--- src/hw/mdt_defines.svh ---
// constants of the motor dead time generator: offsets, fields, reset values, counts
`ifndef MDT_DEFINES_SVH
`define MDT_DEFINES_SVH

// register byte addresses on the apb bus
`define MDT_CFG_ADDR 8'h00
`define MDT_STATUS_ADDR 8'h04

// fields of dead_time_config
`define MDT_DELAY_LSB 0
`define MDT_DELAY_MSB 5
`define MDT_RANGE_LO_BIT 4
`define MDT_RANGE_HI_BIT 5
`define MDT_ENABLE_BIT 6
`define MDT_THREE_PHASE_BIT 7

// fields of the status word
`define MDT_STAT_LOCK_BIT 0
`define MDT_STAT_DRIVE_LSB 8

// reset values
`define MDT_CFG_RESET 8'hff

// timing: dead time unit as a shift count of input clock periods (2, 4, 8 clocks), and the base of the long ranges
`define MDT_UNIT_SHORT_SHIFT 1
`define MDT_UNIT_MID_SHIFT 2
`define MDT_UNIT_LONG_SHIFT 3
`define MDT_LONG_BASE 9'h011
`define MDT_CNT_MAX 9'h1ff

`endif

--- src/hw/mdt_pkg.sv ---
// types of the motor dead time generator
package mdt_pkg;

  // state of one delay channel
  typedef struct packed {
    logic prev;
    logic [8:0] cnt;
    logic a;
    logic b;
  } mdt_chan_state_t;

  // state of the top level
  typedef struct packed {
    logic [7:0] cfg;
    logic locked;
    logic [31:0] prdata;
    logic [5:0] drive;
    logic feed;
  } mdt_top_state_t;

endpackage

--- src/hw/mdt_delay_chan.sv ---
// one dead time channel: complementary a/b pair with delayed rising edges
`timescale 1ns/10ps
`include "mdt_defines.svh"

module mdt_delay_chan (
  // clock and reset
  input wire logic ref_clk_i,
  input wire logic rst_i,
  // phase input and programmed delay in clock cycles
  input wire logic phase_i,
  input wire logic [8:0] delay_cycles_i,
  // delayed pair
  output logic a_o,
  output logic b_o
);

  mdt_pkg::mdt_chan_state_t q; // registered state
  mdt_pkg::mdt_chan_state_t next_q; // next state

  // next state: count cycles since the last phase edge
  always_comb
  begin
    next_q = q;
    next_q.prev = phase_i;
    if (phase_i != q.prev)
    begin
      next_q.cnt = 9'h000;
    end
    else if (q.cnt != `MDT_CNT_MAX)
    begin
      // saturate so a long steady level never wraps back into a false gap
      next_q.cnt = q.cnt + 9'h001;
    end
    next_q.a = phase_i & (next_q.cnt >= delay_cycles_i);
    next_q.b = ~phase_i & (next_q.cnt >= delay_cycles_i);
    // a phase shorter than the delay never reaches the count, so its pulse is dropped
  end

  // state register
  always_ff @(posedge ref_clk_i or posedge rst_i)
  begin
    if (rst_i)
    begin
      q <= '0;
    end
    else
    begin
      q <= next_q;
    end
  end

  assign a_o = q.a;
  assign b_o = q.b;

  // both switches of a half bridge are never on together
  AST_NO_OVERLAP: assert property (@(posedge ref_clk_i) disable iff (rst_i)
    !(a_o && b_o)) else $error("a and b high together");

  // a rise comes exactly at the programmed count
  AST_RISE_AT_DELAY: assert property (@(posedge ref_clk_i) disable iff (rst_i)
    $rose(a_o) |-> (q.cnt == delay_cycles_i) && q.prev) else $error("a rose off delay");

  // a falling phase drops a at once
  AST_FALL_FAST: assert property (@(posedge ref_clk_i) disable iff (rst_i)
    (!phase_i && q.prev) |=> !a_o) else $error("a did not follow phase fall");

endmodule

--- src/hw/mdt_top.sv ---
// motor dead time generator top: config register, mode steering, three delay channels
//
// Implementation choices: the register offsets and the APB register port.
`timescale 1ns/10ps
`include "mdt_defines.svh"

// What this block does
// - three generators, 6-bit setting, outputs a/b
// - a follows phase, rise delayed
// - b inverts phase, rise delayed
// - pulse shorter than delay is dropped
// - range 0: unit two clocks, 1-32
// - range 1: unit four or eight, from 17
// - one setting shared by all channels
// - delay counts raw motor input clock
// - delay setting accepts one write only
// - enable bit gates insertion per mode
// - enable bit read-only in three-phase mode
// - disabled three-phase gives plain complements
// - config resets to all ones
// - single write keeps enable at one
// - six-step feed: phase u or window
// - six-step: enable bit freely writable
// - six-step pairs 0:1, 2:3, 4:5
// - both channels off: pair off
// - one active: complementary, active channel gets a
// - both active: pair forced off
module mdt_top (
  // clock and reset
  input wire logic ref_clk_i,
  input wire logic rst_i,
  // apb slave
  input wire logic psel_i,
  input wire logic penable_i,
  input wire logic pwrite_i,
  input wire logic [7:0] paddr_i,
  input wire logic [31:0] pwdata_i,
  output logic [31:0] prdata_o,
  output logic pready_o,
  output logic pslverr_o,
  // pwm sources
  input wire logic [2:0] phase_pwm_i,
  input wire logic meas_window_i,
  input wire logic current_mode_i,
  // pwm manager side in six-step mode
  input wire logic [5:0] channel_on_state_i,
  input wire logic [5:0] mgr_out_i,
  output logic pwm_feed_o,
  // mode bits seen by the rest of the peripheral
  output logic three_phase_select_o,
  output logic dead_insert_enable_o,
  // motor outputs
  output logic [5:0] motor_drive_out_o
);

  mdt_pkg::mdt_top_state_t q; // registered state
  mdt_pkg::mdt_top_state_t next_q; // next state

  logic three_phase; // current mode bit
  logic ins_en; // current enable bit
  logic [5:0] setting; // current delay setting
  logic [8:0] delay_cycles; // delay in input clock cycles
  logic [8:0] units; // delay in dead time units
  logic [2:0] gen_in; // input of each generator
  logic [2:0] gen_a; // delayed a of each generator
  logic [2:0] gen_b; // delayed b of each generator
  logic [5:0] drive_c; // combinational motor outputs
  logic wr_cfg; // write taken on the config word
  logic rd_setup; // setup phase of a read
  logic mapped; // address hits a register

  assign three_phase = q.cfg[`MDT_THREE_PHASE_BIT];
  assign ins_en = q.cfg[`MDT_ENABLE_BIT];
  assign setting = q.cfg[`MDT_DELAY_MSB:`MDT_DELAY_LSB];

  // address decode
  always_comb
  begin
    mapped = (paddr_i == `MDT_CFG_ADDR) || (paddr_i == `MDT_STATUS_ADDR);
    rd_setup = psel_i && !penable_i && !pwrite_i;
    wr_cfg = psel_i && penable_i && pwrite_i && (paddr_i == `MDT_CFG_ADDR);
  end

  // zero wait states: read data is caught in setup, so access always completes
  assign pready_o = 1'b1;
  assign pslverr_o = psel_i && penable_i && !mapped;
  assign prdata_o = q.prdata;

  // delay length from the shared setting
  always_comb
  begin
    units = 9'h000;
    delay_cycles = 9'h000;
    if (!setting[`MDT_RANGE_HI_BIT])
    begin
      units = {4'h0, setting[4:0]} + 9'h001;
      delay_cycles = units << `MDT_UNIT_SHORT_SHIFT;
    end
    else
    begin
      units = {5'h00, setting[3:0]} + `MDT_LONG_BASE;
      if (setting[`MDT_RANGE_LO_BIT])
      begin
        delay_cycles = units << `MDT_UNIT_LONG_SHIFT;
      end
      else
      begin
        delay_cycles = units << `MDT_UNIT_MID_SHIFT;
      end
    end
    // raw clock count
    // the count runs on ref_clk_i directly; no prescaler sits in its path
  end

  // one generator per phase, or per channel pair in six-step mode
  // three generators
  genvar k;
  generate
    for (k = 0; k < 3; k = k + 1)
    begin : g_pair
      always_comb
      begin
        if (three_phase)
        begin
          gen_in[k] = phase_pwm_i[k];
        end
        else if (channel_on_state_i[2*k])
        begin
          gen_in[k] = mgr_out_i[2*k];
        end
        else
        begin
          gen_in[k] = mgr_out_i[2*k+1];
        end
      end

      mdt_delay_chan u_chan (
        .ref_clk_i(ref_clk_i),
        .rst_i(rst_i),
        .phase_i(gen_in[k]),
        .delay_cycles_i(delay_cycles),
        .a_o(gen_a[k]),
        .b_o(gen_b[k])
      );

      // output steering for the pair
      // mode dependent enable
      always_comb
      begin
        if (three_phase && ins_en)
        begin
          // dead time inserted on both switches
          drive_c[2*k+1 -: 2] = {gen_b[k], gen_a[k]};
        end
        else if (three_phase)
        begin
          drive_c[2*k+1 -: 2] = {~phase_pwm_i[k], phase_pwm_i[k]};
        end
        else if (!ins_en)
        begin
          // six-step without insertion: manager drives the pins
          drive_c[2*k+1 -: 2] = mgr_out_i[2*k+1 -: 2];
        end
        else
        begin
          case (channel_on_state_i[2*k+1 -: 2])
            2'b01:
            begin
              drive_c[2*k+1 -: 2] = {gen_b[k], gen_a[k]};
            end
            2'b10:
            begin
              drive_c[2*k+1 -: 2] = {gen_a[k], gen_b[k]};
            end
            2'b11:
            begin
              drive_c[2*k+1 -: 2] = 2'b00;
            end
            default:
            begin
              // idle pair stays off for zero-crossing sensing
              drive_c[2*k+1 -: 2] = 2'b00;
            end
          endcase
        end
      end

      // both active in paired mode gives both off
      AST_BOTH_ACTIVE_OFF: assert property (@(posedge ref_clk_i) disable iff (rst_i)
        (!three_phase && ins_en && (channel_on_state_i[2*k+1 -: 2] == 2'b11))
        |=> (motor_drive_out_o[2*k+1 -: 2] == 2'b00)) else $error("active pair not off");

      // idle pair in paired mode stays off
      AST_IDLE_PAIR_OFF: assert property (@(posedge ref_clk_i) disable iff (rst_i)
        (!three_phase && ins_en && (channel_on_state_i[2*k+1 -: 2] == 2'b00))
        |=> (motor_drive_out_o[2*k+1 -: 2] == 2'b00)) else $error("idle pair driven");

      // plain complement when insertion is off in three-phase mode
      AST_PLAIN_COMP: assert property (@(posedge ref_clk_i) disable iff (rst_i)
        (three_phase && !ins_en) |=> (motor_drive_out_o[2*k] == $past(phase_pwm_i[k]))
        && (motor_drive_out_o[2*k+1] == !$past(phase_pwm_i[k])))
        else $error("outputs not plain complements");

      // inserted three-phase pair comes straight from its generator, one register later
      AST_THREE_PHASE_PAIR: assert property (@(posedge ref_clk_i) disable iff (rst_i)
        (three_phase && ins_en) |=> (motor_drive_out_o[2*k] == $past(gen_a[k]))
        && (motor_drive_out_o[2*k+1] == $past(gen_b[k])))
        else $error("three-phase pair not from generator");

      // a lone active channel carries a, its partner carries b
      AST_LONE_CHANNEL: assert property (@(posedge ref_clk_i) disable iff (rst_i)
        (!three_phase && ins_en && (channel_on_state_i[2*k+1 -: 2] == 2'b01))
        |=> (motor_drive_out_o[2*k] == $past(gen_a[k]))
        && (motor_drive_out_o[2*k+1] == $past(gen_b[k])))
        else $error("lone channel pair wrong");
    end
  endgenerate

  // next state: register writes, read capture, output registers
  always_comb
  begin
    next_q = q;
    next_q.drive = drive_c;
    if (!three_phase && current_mode_i)
    begin
      next_q.feed = meas_window_i;
    end
    else
    begin
      next_q.feed = phase_pwm_i[0];
    end
    if (wr_cfg)
    begin
      if (!q.locked)
      begin
        next_q.cfg[`MDT_DELAY_MSB:`MDT_DELAY_LSB] = pwdata_i[`MDT_DELAY_MSB:`MDT_DELAY_LSB];
        next_q.locked = 1'b1;
      end
      // mode bit stays writable so the delay can be set before leaving three-phase
      next_q.cfg[`MDT_THREE_PHASE_BIT] = pwdata_i[`MDT_THREE_PHASE_BIT];
      if (!three_phase)
      begin
        next_q.cfg[`MDT_ENABLE_BIT] = pwdata_i[`MDT_ENABLE_BIT];
      end
      // read-only in three-phase; a first full write keeps it at one
    end
    // read data is taken in the setup phase and held through the access phase
    if (rd_setup)
    begin
      next_q.prdata = 32'h0000_0000;
      if (paddr_i == `MDT_CFG_ADDR)
      begin
        next_q.prdata[7:0] = q.cfg;
      end
      else if (paddr_i == `MDT_STATUS_ADDR)
      begin
        next_q.prdata[`MDT_STAT_LOCK_BIT] = q.locked;
        next_q.prdata[`MDT_STAT_DRIVE_LSB +: 6] = q.drive;
      end
    end
  end

  // state register
  always_ff @(posedge ref_clk_i or posedge rst_i)
  begin
    if (rst_i)
    begin
      q.cfg <= `MDT_CFG_RESET;
      q.locked <= 1'b0;
      q.prdata <= 32'h0000_0000;
      q.drive <= 6'h00;
      q.feed <= 1'b0;
    end
    else
    begin
      q <= next_q;
    end
  end

  assign motor_drive_out_o = q.drive;
  assign pwm_feed_o = q.feed;
  assign three_phase_select_o = three_phase;
  assign dead_insert_enable_o = ins_en;

  // delay setting never changes once locked
  AST_WRITE_ONCE: assert property (@(posedge ref_clk_i) disable iff (rst_i)
    (q.locked && wr_cfg) |=> $stable(q.cfg[`MDT_DELAY_MSB:`MDT_DELAY_LSB]))
    else $error("delay changed after lock");

  // enable bit is frozen while three-phase is selected
  AST_ENABLE_RO: assert property (@(posedge ref_clk_i) disable iff (rst_i)
    (three_phase && wr_cfg) |=> $stable(q.cfg[`MDT_ENABLE_BIT]))
    else $error("enable changed in three-phase");

  // enable bit follows a write in six-step mode
  AST_ENABLE_RW: assert property (@(posedge ref_clk_i) disable iff (rst_i)
    (!three_phase && wr_cfg) |=> (q.cfg[`MDT_ENABLE_BIT] == $past(pwdata_i[`MDT_ENABLE_BIT])))
    else $error("enable write lost in six-step");

  // first write after reset lands the delay setting
  AST_FIRST_WRITE: assert property (@(posedge ref_clk_i) disable iff (rst_i)
    (!q.locked && wr_cfg) |=> q.locked
    && (q.cfg[`MDT_DELAY_MSB:`MDT_DELAY_LSB] == $past(pwdata_i[`MDT_DELAY_MSB:`MDT_DELAY_LSB])))
    else $error("first write not taken");

  // short range delay length
  AST_SHORT_RANGE: assert property (@(posedge ref_clk_i) disable iff (rst_i)
    !setting[`MDT_RANGE_HI_BIT] |-> (delay_cycles == ({4'h0, setting[4:0]} + 9'h001) * 9'h002))
    else $error("short range delay wrong");

  // longest code gives 32 units of eight clocks
  AST_LONG_RANGE: assert property (@(posedge ref_clk_i) disable iff (rst_i)
    (setting == 6'h3f) |-> (delay_cycles == 9'h100)) else $error("long range delay wrong");

  // six-step feed picks the window in current mode
  AST_FEED_SELECT: assert property (@(posedge ref_clk_i) disable iff (rst_i)
    (!three_phase && current_mode_i) |=> (pwm_feed_o == $past(meas_window_i)))
    else $error("feed select wrong");

  // voltage mode six-step feeds phase u onward
  AST_FEED_PHASE_U: assert property (@(posedge ref_clk_i) disable iff (rst_i)
    (!three_phase && !current_mode_i) |=> (pwm_feed_o == $past(phase_pwm_i[0])))
    else $error("feed not phase u");

  // six-step without insertion hands the manager outputs straight through
  AST_DIRECT_SIX: assert property (@(posedge ref_clk_i) disable iff (rst_i)
    (!three_phase && !ins_en) |=> (motor_drive_out_o == $past(mgr_out_i)))
    else $error("six-step outputs not direct");

  // the lock only clears at reset, so a stray write can never reopen the delay
  AST_LOCK_STICKY: assert property (@(posedge ref_clk_i) disable iff (rst_i)
    q.locked |=> q.locked) else $error("lock flag dropped");

  // a write to the status word leaves the config untouched
  AST_STATUS_RO: assert property (@(posedge ref_clk_i) disable iff (rst_i)
    (psel_i && penable_i && pwrite_i && (paddr_i == `MDT_STATUS_ADDR)) |=> $stable(q.cfg))
    else $error("status write changed config");

endmodule

--- config.mk ---
export PLATFORM = sky130hd
export DESIGN_NAME = mdt_top
export DESIGN_NICKNAME = d
export VERILOG_FILES = /design/src/hw/mdt_pkg.sv /design/src/hw/mdt_delay_chan.sv /design/src/hw/mdt_top.sv
export VERILOG_INCLUDE_DIRS = /design/src /design/src/hw
export SDC_FILE = /design/constraint.sdc
export NUM_CORES = 1
export LEC_CHECK = 0
export BUFFER_PORTS_ARGS = -buffer_cell sky130_fd_sc_hd__buf_4
export CAP_MARGIN = 25
export CORE_UTILIZATION = 58
export DETAILED_ROUTE_END_ITERATION = 6
export PLACE_DENSITY = 0.86
export SLEW_MARGIN = 20
export SYNTH_ARGS = -nofsm -noshare
export SYNTH_HDL_FRONTEND = slang
export SYNTH_SLANG_ARGS = --single-unit
--- constraint.sdc ---
create_clock -name ref_clk_i -period 6.8 [get_ports ref_clk_i]
set_input_delay 1.36 -clock ref_clk_i [delete_from_list [all_inputs] [get_ports ref_clk_i]]
set_output_delay 1.36 -clock ref_clk_i [all_outputs]
set_load 0.01 [all_outputs]
==> run summary, run 1 <==
RSZ-0062 raised after global routing = no
RD Place Congestion = 0.821
DIE WIDTH = 87.4 um
Maxcap violations = 0
Reg-to-reg critical path endpoint = g_pair[0].u_chan.b_o
CTS tree = done
Placed cell count = 563
Hold Crit Class = register to register
Routed WL per cell = 15.7 um
Post-synth EDFFs = 0
Post-CTS Setup Inserts = 0
Critical Path RT = 7000 ps
Vert. Die Dim = 87.4 um
Final worst-path cycle share = 58.0%
PortBufs = 61
Final hold vios = 0
DR vias = 3395
Reg2Reg Setup Slack = 3280 ps
Most frequent cell after synthesis = dfrtp_1
Worst hold path cell count = 1
Placeable Area = 6910 sq um
Crit path time final = 3940 ps
Fin nets = 574
Syn Inst Count = 440
CTS Buffer Depth = 2
Worst-margin pin slew = 968 ps
Global router's overall resource usage = 25.5%
Die area = 7630 sq um
CP Launch Type = input port
FF/Latch Area = 1660 sq um
Antenna cells = 0
Top cells by count, synth = dfrtp_1 (58), nor2_1 (50), buf_4 (40)
Vias per cell = 5.86
Post-DRT Antenna Nets = 0
Vias in the first global route = 3312
Fmax = 0.254 GHz
Area leader, netlist = dfrtp_1
# resized after CTS = 0
Final HPWL DP = 6420 um
CTS sink count = 66
Cts-stage hold buffer count = 0
Final wirelength = 9110 um
Grt ovf = 0
Reg2Reg Launch Point = three_phase_select_o
Skew-Pair Late Insertion Delay = 350 ps
Finished Cell Area = 4790 sq um
Total CTS buffers = 9
Initial antenna violation count = 0
FILL cells = 499
Pwr Density = 228 nW/um^2
Critical Path Fanout Max = 8
Outcome = complete, no violations
Hold Path End = prdata_o[10]
Post-place instance area = 4530 sq um
Async set-reset flop share out of synthesis = 100%
Clock Tree Root = clkbuf_8
Layout Cells excl Fill = 579
Syn avg cell area = 9.61 sq um
Layout cell share with drive strength beyond 1 = 22.6%
Final Skew = 9.91 ps
Hold_sp = motor_drive_out_o[2]
Synth cell types = 53
Crit path arrival time = 4140 ps
Rows = 30
Yosys top cell area share = 34.3%
DRC viols = 0
Setup CP Type = input port to register
Register area share after synthesis = 39.3%
Setup tns final = 0 ps
Detailed Route Iter0 Violations = 144
Initial Util = 61.2%
#FFs+latches synth = 66
CP endpoint kind = register
Largest net degree at the start of global routing = 67
Ys Warns = 0
Area occupied by multi-input gates = 2200 sq um
R2R cell count = 10
Area grow syn2layout = 13.4%
Post-Synthesis Cell Area = 4230 sq um
DR pass1 iterations = 5
Final setup vio count = 0
Static leakage = 2.31 nW
Clock Pin Slew Worst Setup and Hold Paths = 70 ps
Slew Limit Fails = 0
Rel. slew slack = 33.8%
First-pass GRT wire length = 14900 um
IO Count = 105
H-tree levels = 3
Synth Flop Type = dfrtp_1
Top cells by area, synth = dfrtp_1 (34%), ha_1 (10%), buf_4 (7.1%)
VDD IR max = 0.113 mV
routing by layer:
layer / wire (um) / GRT usage [%] / vias to the layer above / share of wire [%]
li1: - / - / 1608 / -
met1: 3830 / 30.6 / 1649 / 42
met2: 4670 / 45.1 / 121 / 51
met3: 475 / 4.55 / 17 / 5.2
met4: 136 / 9.99 / 0 / 1.5
met5: 0 / 0 / - / 0
cells by family (layout without fill, tap and decap cells):
family	after synthesis	after routing	share of synthesized area, %
AND/OR/NAND/NOR	145	145	18.0
AO/OA/AOI/OAI	90	90	15.2
buffers and inverters	74	100	10.2
flip-flops	66	66	39.3
adder cells (fa/ha/maj)	34	34	10.1
multiplexers	18	18	4.77
XOR/XNOR	11	11	2.28
other	2	19	0.178
report_power, final:
group	switching, mW	internal [mW]
sequential	0.0308	0.425
combinational	0.103	0.0876
clock	0.154	0.290
total	0.288	0.803
worst max-delay path, cell delays in order:
cell,delay (ps)
buf_4,120
mux2i_1,150
o211ai_1,290
nand2_1,250
nor3b_1,360
ha_1,310
nor2b_1,140
o211ai_1,200
a21oi_1,100
a2111oi_0,770
nor2_1,80
metrics by stage:
step                total power, mW  util [%]  setup WS, ps  hold WS, ps
floorplan                     0.595         -          3260          467
global placement              0.633      65.6          2690          483
detailed placement            0.645      65.6          2560          483
CTS                            1.09      69.4          2860          499
global route                   1.14      69.4          2630          516
finish                         1.09      69.4          2860          496
how the worst max path moves through the flow:
stage / slack (ps) / end / cells past startpoint / start
floorplan: 3260 / pslverr_o / 3 / paddr_i[5]
global placement: 2690 / g_pair[0].u_chan.b_o / 11 / channel_on_state_i[0]
detailed placement: 2560 / g_pair[0].u_chan.b_o / 11 / channel_on_state_i[0]
CTS: 2860 / g_pair[0].u_chan.b_o / 11 / channel_on_state_i[0]
global route: 2630 / g_pair[0].u_chan.a_o / 11 / channel_on_state_i[0]
finish: 2860 / g_pair[0].u_chan.b_o / 11 / channel_on_state_i[0]
sequential cells by signal, indices dropped and copies added (netlist names):
| register | flops |
|---|---|
| g_pair.u_chan.a_o | 3 |
| q | 7 |
| g_pair.u_chan.b_o | 3 |
| pwm_feed_o | 1 |
| motor_drive_out_o | 6 |
| dead_insert_enable_o | 1 |
| prdata_o | 14 |
| g_pair.u_chan.q | 30 |
| three_phase_select_o | 1 |
placed cells by master (no fill, tap or decap), types with 6 or more instances in the layout:
| cell type | count |
|---|---|
| nor2b_1 | 10 |
| inv_1 | 20 |
| nand2_1 | 25 |
| mux2i_1 | 10 |
| dfrtp_1 | 58 |
| nor3_1 | 7 |
| nor2_1 | 50 |
| a21oi_1 | 22 |
| ha_1 | 34 |
| a22o_1 | 18 |
| conb_1 | 19 |
| buf_4 | 62 |
| clkbuf_8 | 10 |
| mux2_2 | 7 |
| o21ai_0 | 8 |
| nand4_1 | 13 |
| nand3_1 | 15 |
| dfstp_2 | 8 |
| xnor2_1 | 6 |
area by class of cell:
class                           instances  area share, %
Clock inverter                          5           2.61
Inverter                               22           1.72
Multi-Input combinational cell        317           45.9
Sequential cell                        66           34.7
Clock buffer                           11           2.95
Tap cell                               96           2.51
Timing Repair Buffer                   62           9.71
No activity file was read; power rests on OpenSTA's default activity.
==> inputs of run 2 (changes only) <==
--- a/config.mk
+++ b/config.mk
@@ -8,9 +8,9 @@
 export LEC_CHECK = 0
 export BUFFER_PORTS_ARGS = -buffer_cell sky130_fd_sc_hd__buf_4
 export CAP_MARGIN = 25
-export CORE_UTILIZATION = 58
+export CORE_UTILIZATION = 49
 export DETAILED_ROUTE_END_ITERATION = 6
-export PLACE_DENSITY = 0.86
+export PLACE_DENSITY = 0.77
 export SLEW_MARGIN = 20
 export SYNTH_ARGS = -nofsm -noshare
 export SYNTH_HDL_FRONTEND = slang
==> constraint.sdc (replaced) <==
create_clock -name ref_clk_i -period 3.2 [get_ports ref_clk_i]
set_input_delay 0.64 -clock ref_clk_i [delete_from_list [all_inputs] [get_ports ref_clk_i]]
set_output_delay 0.64 -clock ref_clk_i [all_outputs]
set_load 0.01 [all_outputs]
==> run 2 against run 1 <==
  * Utilization is 11 points lower
  * Sequential power is 110% higher
  * First-iteration DRC count rose by 10%
  * Count of clock-buffer cells in the layout decreased by 2
  * Largest cell class unchanged
  * Critical endpoint is now g_pair[2].u_chan.b_o
  * Global-route usage is 5.1 points lower
  * Critical path depth increased by 1
  * Worst hold slack worse by 65 ps
==> run summary, run 2 (synthesis results as in run 1) <==
Outcome = complete, no violations (unchanged)
CP Launch Type = register (was input port)
Critical Path Fanout Max = 6 (was 8)
DR vias = 3330 (was 3395)
Total CTS buffers = 9 (unchanged)
Internal = 1.55 mW (was 0.803 mW)
RSZ-0062 raised after global routing = no (unchanged)
Family with the most delay on the worst path = compound AO/OA/AOI/OAI gates (unchanged)
CP Depth = 12 (was 11)
DRC viols = 0 (unchanged)
Vias per cell = 5.58 (was 5.86)
Worst-margin pin slew = 762 ps (was 968 ps)
Worst-path cell chain = ha_1, nand4_1, o21bai_1, nor3_1, xnor2_1, nor2_1, ha_1, a21oi_1, a21boi_0, a2111oi_0, buf_4, nor2_1 (was buf_4, mux2i_1, o211ai_1, nand2_1, nor3b_1, ha_1, nor2b_1, o211ai_1, a21oi_1, a2111oi_0, nor2_1)
PortBufs = 61 (unchanged)
Final Skew = 6.98 ps (was 9.91 ps)
Post-DRT Antenna Nets = 0 (unchanged)
R2R cell count = 12 (was 10)
CTS tree = done (unchanged)
Most flops, register = g_pair.u_chan.q (unchanged)
Antenna cells = 0 (unchanged)
Pwr Density = 449 nW/um^2 (was 228 nW/um^2)
Crit path arrival time = 3100 ps (was 4140 ps)
DR pass1 iterations = 5 (unchanged)
Rel. slew slack = 49.1% (was 33.8%)
Clock Pin Slew Worst Setup and Hold Paths = 80 ps (was 70 ps)
Fin nets = 583 (was 574)
Setup tns final = 0 ps (unchanged)
Die area = 9000 sq um (was 7630 sq um)
Final wirelength = 8830 um (was 9110 um)
Placeable Area = 8300 sq um (was 6910 sq um)
Vert. Die Dim = 94.9 um (was 87.4 um)
Final hold vios = 0 (unchanged)
Highest-count cells in the layout ignoring fill and taps = buf_4 (70), dfrtp_1 (58), nor2_1 (50) (was buf_4 (62), dfrtp_1 (58), nor2_1 (50))
Final core utilization = 58.4% (was 69.4%)
Maxcap violations = 0 (unchanged)
Initial antenna violation count = 0 (unchanged)
DIE WIDTH = 94.9 um (was 87.4 um)
Layout cell share with drive strength beyond 1 = 24.4% (was 22.6%)
CP Buf/Inv Count = 1 (unchanged)
P_sw = 0.624 mW (was 0.288 mW)
Routed WL per cell = 14.8 um (was 15.7 um)
Largest net degree at the start of global routing = 36 (was 67)
Combinational group share of total power = 20.1% (was 17.5%)
RD Place Congestion = 0.820 (was 0.821)
Final worst-path cycle share = 90.0%
Post-CTS Setup Inserts = 0 (unchanged)
Fin worst setup slack = 321 ps (was 2860 ps)
Slew Limit Fails = 0 (unchanged)
Flop pwr share = 44.3% (was 41.8%)
Worst path slowest cell = a2111oi_0 (unchanged)
Most common cell after layout, fill and taps aside = buf_4 (unchanged)
Post-Place Setup Slack = 18.4 ps (was 2560 ps)
Area grow syn2layout = 14.6% (was 13.4%)
Crit-path max cell delay = 400 ps (was 770 ps)
Final HPWL DP = 6620 um (was 6420 um)
CTS sink count = 66 (unchanged)
Grt ovf = 0 (unchanged)
IO Count = 105 (unchanged)
First-pass GRT wire length = 14200 um (was 14900 um)
Vias in the first global route = 3128 (was 3312)
Initial Util = 50.9% (was 61.2%)
CP endpoint kind = register (unchanged)
Crit path time final = 2880 ps
Sw Ratio = 28.7% (was 26.4%)
Skew-Pair Late Insertion Delay = 350 ps (about the same)
CTS Buffer Depth = 2 (unchanged)
Max reg flops = 30 (unchanged)
Setup CP Type = register to register (was input port to register)
Static leakage = 2.33 nW (was 2.31 nW)
Detailed Route Iter0 Violations = 159 (was 144)
Cts-stage hold buffer count = 0 (unchanged)
Clock power frac = 35.6% (was 40.7%)
Final setup vio count = 0 (unchanged)
Clock Tree Root = clkbuf_8 (unchanged)
Rows = 33 (was 30)
Critical Path RT = 3430 ps (was 7000 ps)
Global router's overall resource usage = 20.4% (was 25.5%)
Fmax = 0.347 GHz
VDD IR max = 0.360 mV (was 0.113 mV)
H-tree levels = 3 (unchanged)
Hold Crit Class = input port to asynchronous set/reset pin (was register to register)
[run 2: cell count changes in the layout (fill, tap and decap cells not counted), sizes merged]
cell	delta
buf	+9
bufinv	-2
clkinv	+2
clkbuf	-2
clkinvlp	+2
[run 2: power by group through the flow]
stage          clock network (mW)  registers [mW]  logic [mW]
2_1_floorplan                   0           0.962       0.302
3_3_place_gp                    0           0.973       0.403
3_5_place_dp                    0           0.978       0.427
4_1_cts                     0.783           0.963       0.434
5_1_grt                     0.818           0.974       0.496
6_report                    0.775           0.964       0.438
[run 2: metrics by stage]
step | instances | total power, mW | instance area, sq um | hold WS [ps]
after floorplan | 457 | 1.26 | 4290 | 467
after global placement | 581 | 1.38 | 4620 | 483
after detailed placement | 581 | 1.41 | 4620 | 487
after CTS | 597 | 2.18 | 4840 | 461
after global routing | 597 | 2.29 | 4840 | 487
final | 597 | 2.18 | 4840 | 430
[run 2: final cells by class]
type | count | area (sq um)
Clock inverter | 7 | 93.8
Timing Repair Buffer | 71 | 546
Sequential cell | 66 | 1660
Multi-Input combinational cell | 317 | 2200
Fill cell | 713 | 3460
Tap cell | 105 | 131
Clock buffer | 9 | 124
Inverter | 22 | 82.6
[run 2: path summary, 6_finish.rpt]
kind                                       startpoint               endpoint  slack [ps]
worst max-delay path            g_pair[2].u_chan.q[2]   g_pair[2].u_chan.b_o         320
worst min-delay path                            rst_i            prdata_o[1]         430
worst max register to register  g_pair[2].u_chan.q[2]   g_pair[2].u_chan.b_o         320
worst min register to register   motor_drive_out_o[2]           prdata_o[10]         500
max in group asynchronous                       rst_i  g_pair[1].u_chan.q[5]        2130
min in group ref_clk_i           motor_drive_out_o[2]           prdata_o[10]         500
[run 2: what timing repair did]
item,4_1_cts,5_1_grt
hold endpoints to repair,0,0
resized for setup,0,2
endpoints found under the setup margin,0,2
[run 2: metal layers]
metal / part of all wire (%) / vias to the layer above / global-route usage, %
met5: 0 / - / 0
met4: 1.9 / 0 / 9.97
met3: 5.2 / 20 / 3.22
met2: 48 / 112 / 33.6
met1: 45 / 1583 / 26.0
li1: - / 1615 / -
[run 2: worst reg2reg max path: stages (launching register included)]
cell       delay, ps
dfrtp_1          390
ha_1             240
nand4_1          260
o21bai_1         340
nor3_1           100
xnor2_1          130
nor2_1           150
ha_1             280
a21oi_1          130
a21boi_0          90
a2111oi_0        400
buf_4            200
nor2_1            40
